==> src/hw/gpts_pkg.sv <==
// Package: constants, offsets and types of the timer sequencer
package gpts_pkg;
   localparam int DATA_W = 16;
   localparam int ADDR_W = 4;
   // Register offsets
   localparam logic [3:0] OFS_CTRL = 4'h0;
   localparam logic [3:0] OFS_CORE = 4'h1;
   localparam logic [3:0] OFS_AUXL = 4'h2;
   localparam logic [3:0] OFS_AUXU = 4'h3;
   localparam logic [3:0] OFS_TB = 4'h4;
   localparam logic [3:0] OFS_TA = 4'h5;
   localparam logic [3:0] OFS_CAPTURE_RELOAD_REGISTER = 4'h6;
   localparam logic [3:0] OFS_STAT = 4'h7;
   localparam logic [3:0] OFS_MASK = 4'h8;
   // Control field positions
   localparam int CTL_BLOCK_PRESCALER_FIRST_LSB = 0;
   localparam int CTL_BLOCK_PRESCALER_SECOND_LSB = 2;
   localparam int CTL_ISEL_LSB = 4;
   localparam int CTL_CORE_DOWN = 7;
   localparam int CTL_CORE_RUN = 8;
   localparam int CTL_RLD_L = 9;
   localparam int CTL_RLD_U = 10;
   localparam int CTL_TA_RUN = 11;
   localparam int CTL_TB_RUN = 12;
   localparam int CTL_TB_CAPCLR = 13;
   localparam int CTL_AUXL_CAP = 14;
   // Status bits
   localparam int ST_CORE = 0;
   localparam int ST_AUXL = 1;
   localparam int ST_AUXU = 2;
   localparam int ST_TA = 3;
   localparam int ST_TB = 4;
   localparam int ST_W = 5;
   // Values after reset, and the fast prescaler and input select codes
   localparam logic [15:0] CTRL_RST = 16'h0000;
   localparam logic [15:0] CNT_RST = 16'h0000;
   localparam logic [4:0] MASK_RST = 5'h00;
   localparam logic [1:0] BPS_FAST = 2'h1;
   localparam logic [2:0] ISEL_FAST = 3'h0;
   // States per basic cycle: prescaler 01 halves the sequence
   localparam int G1_STATES = 8;
   localparam int G1_STATES_FAST = 4;
   localparam int G2_STATES = 4;
   localparam int G2_STATES_FAST = 2;
   localparam logic [15:0] ALL_ONES = 16'hffff;
   localparam logic [15:0] ONE = 16'h0001;
   typedef enum logic [2:0] {G1_CORE, G1_AUXL, G1_AUXU, G1_CAPT} gpts_g1_phase_t;
endpackage : gpts_pkg

==> src/hw/gpts_top.sv <==
// Top: two-group timer sequencer with register port and interrupt
`timescale 1ns/1ns
`default_nettype none
// How it works
// - Group two runs four states, two with prescaler 01; timer A before B.
// - Group one runs eight states, four with prescaler 01.
// - Group one order: core, lower aux, upper aux, lower aux capture.
// - Interacting timers update in distinct states, one after another.
// - All group actions finish within one basic clock cycle, except a delayed lower aux reload.
// - Either aux timer reloads core on overflow or underflow when enabled.
// - Count-up read just after overflow may show 0000 or 0001.
// - Count-down read just after underflow may show ffff or fffe.
// - Interrupt spacing and toggle output stay exact, except delayed lower reload.
// - Prescaler 01 with input 000 delays lower aux reload one basic cycle.
// - Upper aux reload is never delayed.
module gpts_top
   import gpts_pkg::*;
(
   input wire logic SYS_CLK_I,
   input wire logic RST_I,
   input wire logic [3:0] ADDR_I,
   input wire logic [15:0] WDATA_I,
   input wire logic WR_I,
   input wire logic RD_I,
   output logic [15:0] RDATA_O,
   output logic IRQ_O,
   output logic CORE_TOGGLE_O
);
   logic [15:0] ctrl_q;
   logic [15:0] core_q;
   logic [15:0] auxl_q;
   logic [15:0] auxu_q;
   logic [15:0] tb_q;
   logic [15:0] ta_q;
   logic [15:0] capture_reload_register_q;
   logic [4:0] stat_q;
   logic [4:0] mask_q;
   logic [2:0] g1_st_q;
   logic [1:0] g2_st_q;
   logic g1_run_q;
   logic g2_run_q;
   logic core_wrap_q;
   logic pend_l_q;
   logic tick1;
   logic tick2;
   logic [4:0] ev;
   logic wr_ctrl;
   logic wr_core;
   logic wr_auxl;
   logic wr_auxu;
   logic wr_tb;
   logic wr_ta;
   logic wr_cap;
   logic [1:0] block_prescaler_first;
   logic [1:0] block_prescaler_second;
   logic [2:0] isel;
   logic down;
   logic fast1;
   logic delayed_l;
   logic [2:0] g1_last;
   logic [1:0] g2_last;
   gpts_g1_phase_t g1_ph;

   // Step a counter up or down
   function automatic logic [15:0] step(input logic [15:0] v, input logic dn);
      step = dn ? 16'(v - ONE) : 16'(v + ONE);
   endfunction : step

   // Wrap detection for a step
   function automatic logic wraps(input logic [15:0] v, input logic dn);
      wraps = dn ? (v == CNT_RST) : (v == ALL_ONES);
   endfunction : wraps

   assign block_prescaler_first = ctrl_q[CTL_BLOCK_PRESCALER_FIRST_LSB +: 2];
   assign block_prescaler_second = ctrl_q[CTL_BLOCK_PRESCALER_SECOND_LSB +: 2];
   assign isel = ctrl_q[CTL_ISEL_LSB +: 3];
   assign down = ctrl_q[CTL_CORE_DOWN];
   assign fast1 = (block_prescaler_first == BPS_FAST);
   assign delayed_l = fast1 && (isel == ISEL_FAST);
   assign g1_last = fast1 ? 3'(G1_STATES_FAST - 1) : 3'(G1_STATES - 1);
   assign g2_last = (block_prescaler_second == BPS_FAST) ? 2'(G2_STATES_FAST - 1) : 2'(G2_STATES - 1);

   assign wr_ctrl = WR_I && ADDR_I == OFS_CTRL;
   assign wr_core = WR_I && ADDR_I == OFS_CORE;
   assign wr_auxl = WR_I && ADDR_I == OFS_AUXL;
   assign wr_auxu = WR_I && ADDR_I == OFS_AUXU;
   assign wr_tb = WR_I && ADDR_I == OFS_TB;
   assign wr_ta = WR_I && ADDR_I == OFS_TA;
   assign wr_cap = WR_I && ADDR_I == OFS_CAPTURE_RELOAD_REGISTER;

   // Basic clock for each group
   gpts_prescaler u_pre1 (
      .clk_i(SYS_CLK_I),
      .rst_i(RST_I),
      .bps_i(block_prescaler_first),
      .isel_i(isel),
      .tick_o(tick1)
   );

   gpts_prescaler u_pre2 (
      .clk_i(SYS_CLK_I),
      .rst_i(RST_I),
      .bps_i(block_prescaler_second),
      .isel_i(3'h0),
      .tick_o(tick2)
   );

   // Map group one state to phase; two states per phase in the slow sequence
   always_comb
   begin
      unique case (fast1 ? g1_st_q[1:0] : g1_st_q[2:1])
         2'h0: g1_ph = G1_CORE;
         2'h1: g1_ph = G1_AUXL;
         2'h2: g1_ph = G1_AUXU;
         2'h3: g1_ph = G1_CAPT;
      endcase
   end

   // Group one state sequencer
   always_ff @(posedge SYS_CLK_I)
   begin
      if (RST_I)
      begin
         g1_st_q <= 3'h0;
         g1_run_q <= 1'b0;
      end
      else if (g1_run_q)
      begin
         g1_st_q <= 3'(g1_st_q + 3'h1);
         if (g1_st_q == g1_last)
         begin
            g1_run_q <= 1'b0;
            g1_st_q <= 3'h0;
         end
      end
      else if (tick1)
      begin
         g1_run_q <= 1'b1;
      end
   end

   // Group two state sequencer
   always_ff @(posedge SYS_CLK_I)
   begin
      if (RST_I)
      begin
         g2_st_q <= 2'h0;
         g2_run_q <= 1'b0;
      end
      else if (g2_run_q)
      begin
         g2_st_q <= 2'(g2_st_q + 2'h1);
         if (g2_st_q == g2_last)
         begin
            g2_run_q <= 1'b0;
            g2_st_q <= 2'h0;
         end
      end
      else if (tick2)
      begin
         g2_run_q <= 1'b1;
      end
   end

   // Phase strobes: first state of each phase acts once
   logic g1_act;
   assign g1_act = g1_run_q && (fast1 || !g1_st_q[0]);

   // Core timer: counts in core phase, reloads in aux phases, or in the core phase when the lower reload is delayed
   always_ff @(posedge SYS_CLK_I)
   begin
      if (RST_I)
      begin
         core_q <= CNT_RST;
         core_wrap_q <= 1'b0;
         pend_l_q <= 1'b0;
      end
      else if (wr_core)
      begin
         core_q <= WDATA_I;
      end
      else if (g1_act)
      begin
         unique case (g1_ph)
            G1_CORE:
            begin
               if (ctrl_q[CTL_CORE_RUN])
               begin
                  core_q <= step(core_q, down);
                  core_wrap_q <= wraps(core_q, down);
               end
               else
               begin
                  core_wrap_q <= 1'b0;
               end
               if (pend_l_q)
               begin
                  core_q <= auxl_q;
                  pend_l_q <= 1'b0;
               end
            end
            G1_AUXL:
            begin
               if (core_wrap_q && ctrl_q[CTL_RLD_L])
               begin
                  if (delayed_l)
                  begin
                     pend_l_q <= 1'b1;
                  end
                  else
                  begin
                     core_q <= auxl_q;
                  end
               end
            end
            G1_AUXU:
            begin
               if (core_wrap_q && ctrl_q[CTL_RLD_U])
               begin
                  core_q <= auxu_q;
               end
            end
            G1_CAPT:
            begin
            end
         endcase
      end
   end

   // Toggle output follows core wraps once per basic cycle
   always_ff @(posedge SYS_CLK_I)
   begin
      if (RST_I)
      begin
         CORE_TOGGLE_O <= 1'b0;
      end
      else if (g1_act && g1_ph == G1_AUXU && core_wrap_q)
      begin
         CORE_TOGGLE_O <= ~CORE_TOGGLE_O;
      end
   end

   // Aux timers: lower captures core in the last phase
   always_ff @(posedge SYS_CLK_I)
   begin
      if (RST_I)
      begin
         auxl_q <= CNT_RST;
      end
      else if (wr_auxl)
      begin
         auxl_q <= WDATA_I;
      end
      else if (g1_act && g1_ph == G1_CAPT && ctrl_q[CTL_AUXL_CAP] && core_wrap_q)
      begin
         auxl_q <= core_q;
      end
   end

   always_ff @(posedge SYS_CLK_I)
   begin
      if (RST_I)
      begin
         auxu_q <= CNT_RST;
      end
      else if (wr_auxu)
      begin
         auxu_q <= WDATA_I;
      end
   end

   // Group two: timer A in state 0, timer B in state 1
   always_ff @(posedge SYS_CLK_I)
   begin
      if (RST_I)
      begin
         ta_q <= CNT_RST;
      end
      else if (wr_ta)
      begin
         ta_q <= WDATA_I;
      end
      else if (g2_run_q && g2_st_q == 2'h0 && ctrl_q[CTL_TA_RUN])
      begin
         ta_q <= step(ta_q, 1'b0);
      end
   end

   always_ff @(posedge SYS_CLK_I)
   begin
      if (RST_I)
      begin
         tb_q <= CNT_RST;
      end
      else if (wr_tb)
      begin
         tb_q <= WDATA_I;
      end
      else if (g2_run_q && g2_st_q == 2'h1 && ctrl_q[CTL_TB_RUN])
      begin
         tb_q <= step(tb_q, 1'b0);
         if (ctrl_q[CTL_TB_CAPCLR] && wraps(ta_q, 1'b0))
         begin
            tb_q <= CNT_RST;
         end
      end
   end

   // Capture/reload register latches timer B when timer A wraps
   always_ff @(posedge SYS_CLK_I)
   begin
      if (RST_I)
      begin
         capture_reload_register_q <= CNT_RST;
      end
      else if (wr_cap)
      begin
         capture_reload_register_q <= WDATA_I;
      end
      else if (g2_run_q && g2_st_q == 2'h1 && ctrl_q[CTL_TA_RUN] && ta_q == CNT_RST)
      begin
         capture_reload_register_q <= tb_q;
      end
   end

   // Control register
   always_ff @(posedge SYS_CLK_I)
   begin
      if (RST_I)
      begin
         ctrl_q <= CTRL_RST;
      end
      else if (wr_ctrl)
      begin
         ctrl_q <= WDATA_I;
      end
   end

   // Events
   always_comb
   begin
      ev = '0;
      ev[ST_CORE] = g1_act && g1_ph == G1_AUXU && core_wrap_q;
      ev[ST_AUXL] = g1_act && g1_ph == G1_AUXL && core_wrap_q && ctrl_q[CTL_RLD_L];
      ev[ST_AUXU] = g1_act && g1_ph == G1_AUXU && core_wrap_q && ctrl_q[CTL_RLD_U];
      ev[ST_TA] = g2_run_q && g2_st_q == 2'h0 && ctrl_q[CTL_TA_RUN] && wraps(ta_q, 1'b0);
      ev[ST_TB] = g2_run_q && g2_st_q == 2'h1 && ctrl_q[CTL_TB_RUN] && wraps(tb_q, 1'b0);
   end

   // Sticky status, write one to clear, set wins
   always_ff @(posedge SYS_CLK_I)
   begin
      if (RST_I)
      begin
         stat_q <= MASK_RST;
      end
      else
      begin
         stat_q <= (stat_q & ~((WR_I && ADDR_I == OFS_STAT) ? WDATA_I[ST_W-1:0] : 5'h00)) | ev;
      end
   end

   always_ff @(posedge SYS_CLK_I)
   begin
      if (RST_I)
      begin
         mask_q <= MASK_RST;
      end
      else if (WR_I && ADDR_I == OFS_MASK)
      begin
         mask_q <= WDATA_I[ST_W-1:0];
      end
   end

   always_ff @(posedge SYS_CLK_I)
   begin
      if (RST_I)
      begin
         IRQ_O <= 1'b0;
      end
      else
      begin
         IRQ_O <= |(stat_q & mask_q);
      end
   end

   // Read port, data one cycle later
   always_ff @(posedge SYS_CLK_I)
   begin
      if (RST_I)
      begin
         RDATA_O <= CNT_RST;
      end
      else if (RD_I)
      begin
         unique case (ADDR_I)
            OFS_CTRL: RDATA_O <= ctrl_q;
            OFS_CORE: RDATA_O <= core_q;
            OFS_AUXL: RDATA_O <= auxl_q;
            OFS_AUXU: RDATA_O <= auxu_q;
            OFS_TB: RDATA_O <= tb_q;
            OFS_TA: RDATA_O <= ta_q;
            OFS_CAPTURE_RELOAD_REGISTER: RDATA_O <= capture_reload_register_q;
            OFS_STAT: RDATA_O <= {11'h000, stat_q};
            OFS_MASK: RDATA_O <= {11'h000, mask_q};
            default: RDATA_O <= CNT_RST;
         endcase
      end
   end
endmodule : gpts_top
`default_nettype wire

==> src/hw/gpts_prescaler.sv <==
// Block prescaler: basic clock enable for one timer group
`timescale 1ns/1ns
`default_nettype none
module gpts_prescaler
   import gpts_pkg::*;
(
   input wire logic clk_i,
   input wire logic rst_i,
   input wire logic [1:0] bps_i,
   input wire logic [2:0] isel_i,
   output logic tick_o
);
   logic [9:0] cnt_q;
   logic [9:0] lim;

   // Input select adds further binary division
   always_comb
   begin
      lim = 10'((10'h1 << isel_i) - 10'h1);
   end

   always_ff @(posedge clk_i)
   begin
      if (rst_i || cnt_q >= lim)
      begin
         cnt_q <= 10'h000;
      end
      else
      begin
         cnt_q <= cnt_q + 10'h001;
      end
   end

   always_ff @(posedge clk_i)
   begin
      if (rst_i)
      begin
         tick_o <= 1'b0;
      end
      else
      begin
         tick_o <= (cnt_q >= lim);
      end
   end
   // bps_i only shapes the state count and the lower aux reload delay in the top
   logic unused_bps;
   assign unused_bps = ^bps_i;
endmodule : gpts_prescaler
`default_nettype wire

==> config.mk <==
export PLATFORM = sky130hd
export DESIGN_NAME = gpts_top
export DESIGN_NICKNAME = d
export VERILOG_FILES = /design/src/hw/gpts_pkg.sv /design/src/hw/gpts_top.sv /design/src/hw/gpts_prescaler.sv
export SDC_FILE = /design/constraint.sdc
export NUM_CORES = 1
export LEC_CHECK = 0
export ABC_CLOCK_PERIOD_IN_PS = 3400
export BUFFER_PORTS_ARGS = -buffer_cell sky130_fd_sc_hd__buf_2
export CAP_MARGIN = 20
export CORE_UTILIZATION = 65
export CTS_BUF_LIST = sky130_fd_sc_hd__clkbuf_8
export DETAILED_ROUTE_END_ITERATION = 16
export MAX_ROUTING_LAYER = met4
export PLACE_DENSITY_LB_ADDON = 0.1
export SLEW_MARGIN = 20
export SYNTH_ARGS = -nofsm -noshare
export SYNTH_HDL_FRONTEND = slang
export SYNTH_HIERARCHICAL = 1
export SYNTH_SLANG_ARGS = --single-unit
==> constraint.sdc <==
create_clock -name SYS_CLK_I -period 3.4 [get_ports SYS_CLK_I]
set_input_delay 0.34 -clock SYS_CLK_I [delete_from_list [all_inputs] [get_ports SYS_CLK_I]]
set_output_delay 0.34 -clock SYS_CLK_I [all_outputs]
set_load 0.03 [all_outputs]
* Word-level counts from Yosys, hierarchy flattened
Cells that the tools add are included.
Operators by class: add/subtract/negate cells 9, order comparisons 2, equality and inequality tests 28, shift-type cells 1, mux-type cells 37, bitwise gates (word level) 6, reductions and logical operators 53
Operators with widths (number):
- $mux 16 | 17
- $pmux 16 s9 | 1
- $add 16x1->16 const B | 3
- $eq 16x16->1 const B | 3
- $pmux 16 s3 | 1
- $logic_not 16->1 | 2
- $logic_and 1x1->1 | 31
- $add 10x1->10 const B | 2
- $eq 4x3->1 const B | 4
- $sub 16x1->16 const B | 1
- $pmux 3 s4 | 1
- $reduce_bool 2->1 | 6
- $and 5x5->5 | 2
- $ge 10x1->1 const B | 1
- $ge 10x10->1 | 1
- $mux 1 | 10
- $shl 1x3->10 const A | 1
- $sub 10x1->10 const B | 1
- $ne 3x3->1 const B | 3
- $eq 2x1->1 const B | 4
- $eq 4x2->1 const B | 2
- $eq 3x2->1 const B | 2
- $logic_not 3->1 | 2
- $mux 2 | 3
- 25 further kinds | 32
Word-level totals: bits in registers 171, bits of input ports 24, output and inout port bits 18, word-level logic and storage cells 158

* Logic depth before layout (Yosys ltp)
depth in word-level cells 10, mapped depth 13, mapped depth without buffers 12

* Modules after synthesis
Netlist, hierarchy kept.
By module, submodules not included:
- gpts_top | times used 1, cells each 1102, area each 8538.2 um^2, seq. area each 2982.9 um^2
- gpts_prescaler | times used 2, cells each 81, area each 683.2 um^2, seq. area each 220.2 um^2

* Least setup slack after synthesis
No wires, ideal clock.
path type flip-flop to flip-flop, start register ctrl_q[7], end register core_q[9], library setup time 0.086 ns, arrival time 2.414 ns, data required time 3.314 ns, path slack 0.900 ns, cell stages (with the launch flop) 9, buffers on the path 0, clock period less this slack 2.500 ns, path through dfxtp_1 ha_1 o21ai_0 nor2_1 or4b_1 a41oi_1 xnor2_1 o21ai_1 a211oi_1
Between the ends: cells in the longest elaborated chain, start to end 6
RTL lines:
- start, declared | RTL line gpts_top.sv:29 | logic [15:0] ctrl_q;
- start signal, assigned | RTL line gpts_top.sv:331 | ctrl_q <= CTRL_RST;
- start signal, assigned | RTL line gpts_top.sv:335 | ctrl_q <= WDATA_I;
- $mux 16 | RTL line gpts_top.sv:66 | step = dn ? 16'(v - ONE) : 16'(v + ONE);
- $mux 16 | RTL line gpts_top.sv:187 | if (ctrl_q[CTL_CORE_RUN])
- $mux 16 | RTL line gpts_top.sv:196 | if (pend_l_q)
- $pmux 16 s3 | RTL line gpts_top.sv:184 | unique case (g1_ph)
- $mux 16 | RTL line gpts_top.sv:182 | else if (g1_act)
- $mux 16 | RTL line gpts_top.sv:178 | else if (wr_core)
- end signal, assigned | RTL line gpts_top.sv:189 | core_q <= step(core_q, down);
- end signal, assigned | RTL line gpts_top.sv:198 | core_q <= auxl_q;
- end signal, assigned | RTL line gpts_top.sv:212 | core_q <= auxl_q;
- end, declared | RTL line gpts_top.sv:30 | logic [15:0] core_q;
No other way between the ends. The select of a mux whose other input is x is not followed. A chain may end at the register's enable or synchronous reset.

* Worst setup path in the final report
start register ctrl_q[1], end register core_q[5]
Between the ends: cells in the longest elaborated chain, start to end 8, elaborated cells on any way between the ends 23, classes of those cells 10 x eq/ne; 5 x mux; 8 x reduce/logical
RTL lines:
- $eq 2x1->1 * | RTL line gpts_top.sv:78 | assign fast1 = (block_prescaler_first == BPS_FAST);
- $mux 2 | RTL line gpts_top.sv:111 | unique case (fast1 ? g1_st_q[1:0] : g1_st_q[2:1])
- $eq 2x2->1, or another cell as far along | RTL line gpts_top.sv:111
- $pmux 3 s4 | RTL line gpts_top.sv:111
- $eq 3x2->1, or another cell as far along | RTL line gpts_top.sv:184
- $pmux 16 s3 | RTL line gpts_top.sv:184
- $mux 16 | RTL line gpts_top.sv:182
- $mux 16 | RTL line gpts_top.sv:178
Every way passes the cells marked *; elsewhere a longest branch is shown, timed or not. The select of a mux whose other input is x is not followed.

==> summary.md <==
| Metric | Value |
|---|---|
| Boundary Pins | `between 40 and 50` |
| WHS Endpoint | `ctrl_q[15]` |
| Max Buffers Root-to-Sink | `2` |
| Slew HR | `0.455` |
| Max VDD drop | `roughly 0.40 mV` |
| Area growth syn-to-layout | `7.09%` |
| Post-Synth Adder-Cell Area | `0.0576` |
| Port Buffers | `41` |
| Type of origin of the critical path | `flip-flop` |
| Grt met1 use | `0.520` |
| Required time worst endpoint | `3.81 ns` |
| Switch share | `0.270` |
| Most used DFF post-synth | `dfxtp_1` |
| Routed WL | `30300 um` |
| Distinct cells, synth | `67` |
| RSZ-0062 raised after global routing | `no` |
| Mux contribution to synthesized area | `0.0163` |
| Worst-path clk slew | `about 0.090 ns` |
| Row cnt | `44` |
| TritonCTS clock tree | `yes` |
| Hpwl dp | `between 20000 and 25000 um` |
| Setup Viol. Count Final | `0` |
| Post-synth top area share | `0.346` |
| GPL Wtd Cong | `0.984` |
| Worst-case reg-to-reg path depth | `9` |
| Outcome | `finished clean` |
| Drt wl/cell | `20.5 um` |
| FFs w/ async S/R, synth | `0` |
| Initial DRC Count | `1616` |
| Largest cells by area after synthesis | `dfxtp_1, nand2_1, nor2_1` |
| Synth Register Bits | `171` |
| Min-delay src | `WDATA_I[15]` |
| Final Critical Period | `2.81 ns` |
| R2r setup slk | `slightly below 0.6 ns` |
| Die height | `125 um` |
| Area of the die | `15700 sq um` |
| Post-synthesis sequential area ratio | `0.346` |
| Worst-margin pin slew | `0.818 ns` |
| Synthesized instance count | `1264` |
| GR peak layer | `met2` |
| Pwr Total | `3840 uW` |
| DRC errors left | `0` |
| Synth Area in Simple Gates | `0.242` |
| EDFF count, synth | `0` |
| Clock insertion delay at the later pin of the skew report | `0.48 ns` |
| Total GRT Usage | `0.403` |
| Fin. max-slew vios | `0` |
| WHS Path Cells | `3` |
| Vias after detailed routing | `about 10000` |
| Die X | `about 130 um` |
| Synth Area per Inst | `7.84 sq um` |
| Number of max-cap violations | `0` |
| R2r startpoint | `ctrl_q[1]` |
| Initial Utilization | `0.674` |
| Final hold violation count | `0` |
| Post-CTS Setup Bufs | `0` |
| Synth Area in Compound Gates | `0.235` |
| Flop pwr share | `0.544` |
| Core Region | `around 15000 sq um` |
| Warnings from Yosys | `6` |
| CP endpoint kind | `flip-flop` |
| Leakage | `~0.0037 uW` |
| RR Endpoint | `core_q[5]` |
| CTS buffer count | `17` |
| Clock power share | `0.368` |
| Pint | `roughly 2800 uW` |
| GRT overflow | `0` |
| Clk sinks | `171` |
| Post-DR vias/cell | `6.75` |
| First-pass GRT wire length | `roughly 48000 um` |
| Worst Hold Class | `in2reg` |
| Setup_tns | `0 ns` |
| Mapped Area | `9900 sq um` |
| Final nets | `1347` |
| Fmax | `~360 MHz` |
| Hold Slack | `0.195 ns` |
| Fin crit share | `0.825` |
| Post-CTS Resized | `0` |
| Maximum fanout along the worst path | `15` |
| Critical path class | `reg2reg` |
| Met2 usage | `0.608` |
| Yosys top cell by area | `dfxtp_1` |
| Initial antenna violation count | `0` |
| Sw Pwr | `1040 uW` |
| GRT met3 Usage | `0.0920` |
| ANT nets after route | `0` |
| Largest net degree at the start of global routing | `83` |
| Post-CTS Hold Fix Bufs | `0` |
| Post-synthesis xor/xnor area fraction | `0.0522` |
| TritonRoute pass-1 iters | `7` |
| Vias in the first global route | `roughly 9000` |
| Clk root buf | `clkbuf_8` |
| Final Util | `0.722` |
| Largest family of logic cells by synthesized area | `simple AND/OR/NAND/NOR gates` |
| Power density cells | `362 nW/um^2` |
| Layout cells sized above 1 | `0.0906` |
| CTS HTree Levels | `4` |
| Combinational Power Share | `0.089` |
| Worst EP arrival | `3.21 ns` |
| Clock skew | `0.0109 ns` |
==> Yosys cell counts, drive strengths merged (12+ instances only) <==
cell type and count:
nand2 180, a221oi 17, nor2 159, ha 44, a21oi 99, nor3 25, a31oi 27, xor2 26
a22oi 28, inv 26, a222oi 20, mux2i 15, nand3 76, nor4 12, xnor2 33, a311oi 32
dfxtp 171, o21ai 29, a211oi 33, nand4 16, buf 29, clkbuf 59
==> metal layers <==
| layer | up-vias | part of all wire |
|---|---|---|
| met5 | - | 0 |
| met2 | 596 | 0.44 |
| met3 | 77 | 0.12 |
| met4 | 0 | 0.033 |
| li1 | 4615 | - |
| met1 | 4672 | 0.41 |
==> per-stage QoR <==
stage	cell area (sq um)	setup slack, ns	instances
after detailed placement	10200	0.676	1443
after global placement	10200	0.763	1443
after floorplan	9970	0.900	1281
final	10600	0.594	1476
after global routing	10600	0.321	1475
after CTS	10600	0.659	1475
==> how the worst max path moves through the flow <==
stage               from          to  slack [ns]  cells past startpoint
3_5_place_dp   ctrl_q[1]  core_q[11]        0.68                      9
6_report       ctrl_q[1]   core_q[5]        0.59                      9
4_1_cts        ctrl_q[1]  core_q[11]        0.66                     10
2_1_floorplan  ctrl_q[7]   core_q[9]        0.90                      8
3_3_place_gp   ctrl_q[1]  core_q[11]        0.76                     10
5_1_grt        ctrl_q[1]  core_q[11]        0.32                     10
==> placed cells by master (no fill, tap or decap), types with 10 or more instances in the layout <==
cell	netlist	routed
a222oi_1	20	20
a31oi_1	27	27
a311oi_1	32	32
xor2_1	26	26
a21o_1	11	11
ha_1	44	44
nand2b_1	10	10
buf_2	17	40
a221oi_1	17	17
and3_1	11	11
nand2_1	180	180
nor2_1	156	156
xnor2_1	33	33
nor3_1	19	19
inv_1	26	28
a22oi_1	28	28
conb_1	5	22
nand3_1	76	76
o21ai_0	24	24
a211oi_1	32	32
a21oi_1	99	99
nand4_1	16	16
clkbuf_8	0	18
buf_4	5	25
mux2i_1	15	15
dfxtp_1	171	171
==> cell type report <==
cell class / instances / area, sq um
clock buffers: 18 / 248
multi-input cells: 996 / 6070
clock inverters: 14 / 130
diodes: 1 / 2.50
well taps: 184 / 230
repair buffers: 66 / 408
fillers: 1238 / 4090
inverters: 26 / 97.6
flip-flops and latches: 171 / 3420
==> power by group through the flow <==
stage | clock network [uW] | logic (uW) | registers [uW]
detailed placement | 0 | 326 | 2130
floorplan | 0 | 239 | 2110
finish | 1410 | 341 | 2090
global placement | 0 | 320 | 2130
global route | 1490 | 371 | 2090
CTS | 1410 | 328 | 2090
==> kinds of logic (layout without fill, tap and decap cells) <==
family / after synthesis / count (layout)
buffers and inverters: 114 / 124
flip-flops: 171 / 171
multiplexers: 16 / 16
AND/OR/NAND/NOR: 520 / 520
adder cells (fa/ha/maj): 45 / 45
XOR/XNOR: 59 / 59
other: 5 / 23
AO/OA/AOI/OAI: 334 / 334
==> sequential cells by signal, indices dropped and copies added, names as in the netlist, 2 cells and up <==
name	flops
RDATA_O	16
auxl_q	16
auxu_q	16
capture_reload_register_q	16
core_q	16
ctrl_q	16
g1_st_q	3
g2_st_q	2
mask_q	5
stat_q	5
ta_q	16
tb_q	16
u_pre1/cnt_q	10
u_pre2/cnt_q	10
==> critical path: stages, from the launching register on <==
cell,delay [ns]
dfxtp_1,0.38
and2b_1,0.27
nand2_1,0.11
nand2_1,0.10
ha_1,0.58
nand2_1,0.19
o21ai_1,0.45
a222oi_1,0.20
a211o_1,0.33
a21oi_1,0.13
No activity file was read; power rests on OpenSTA's default activity.
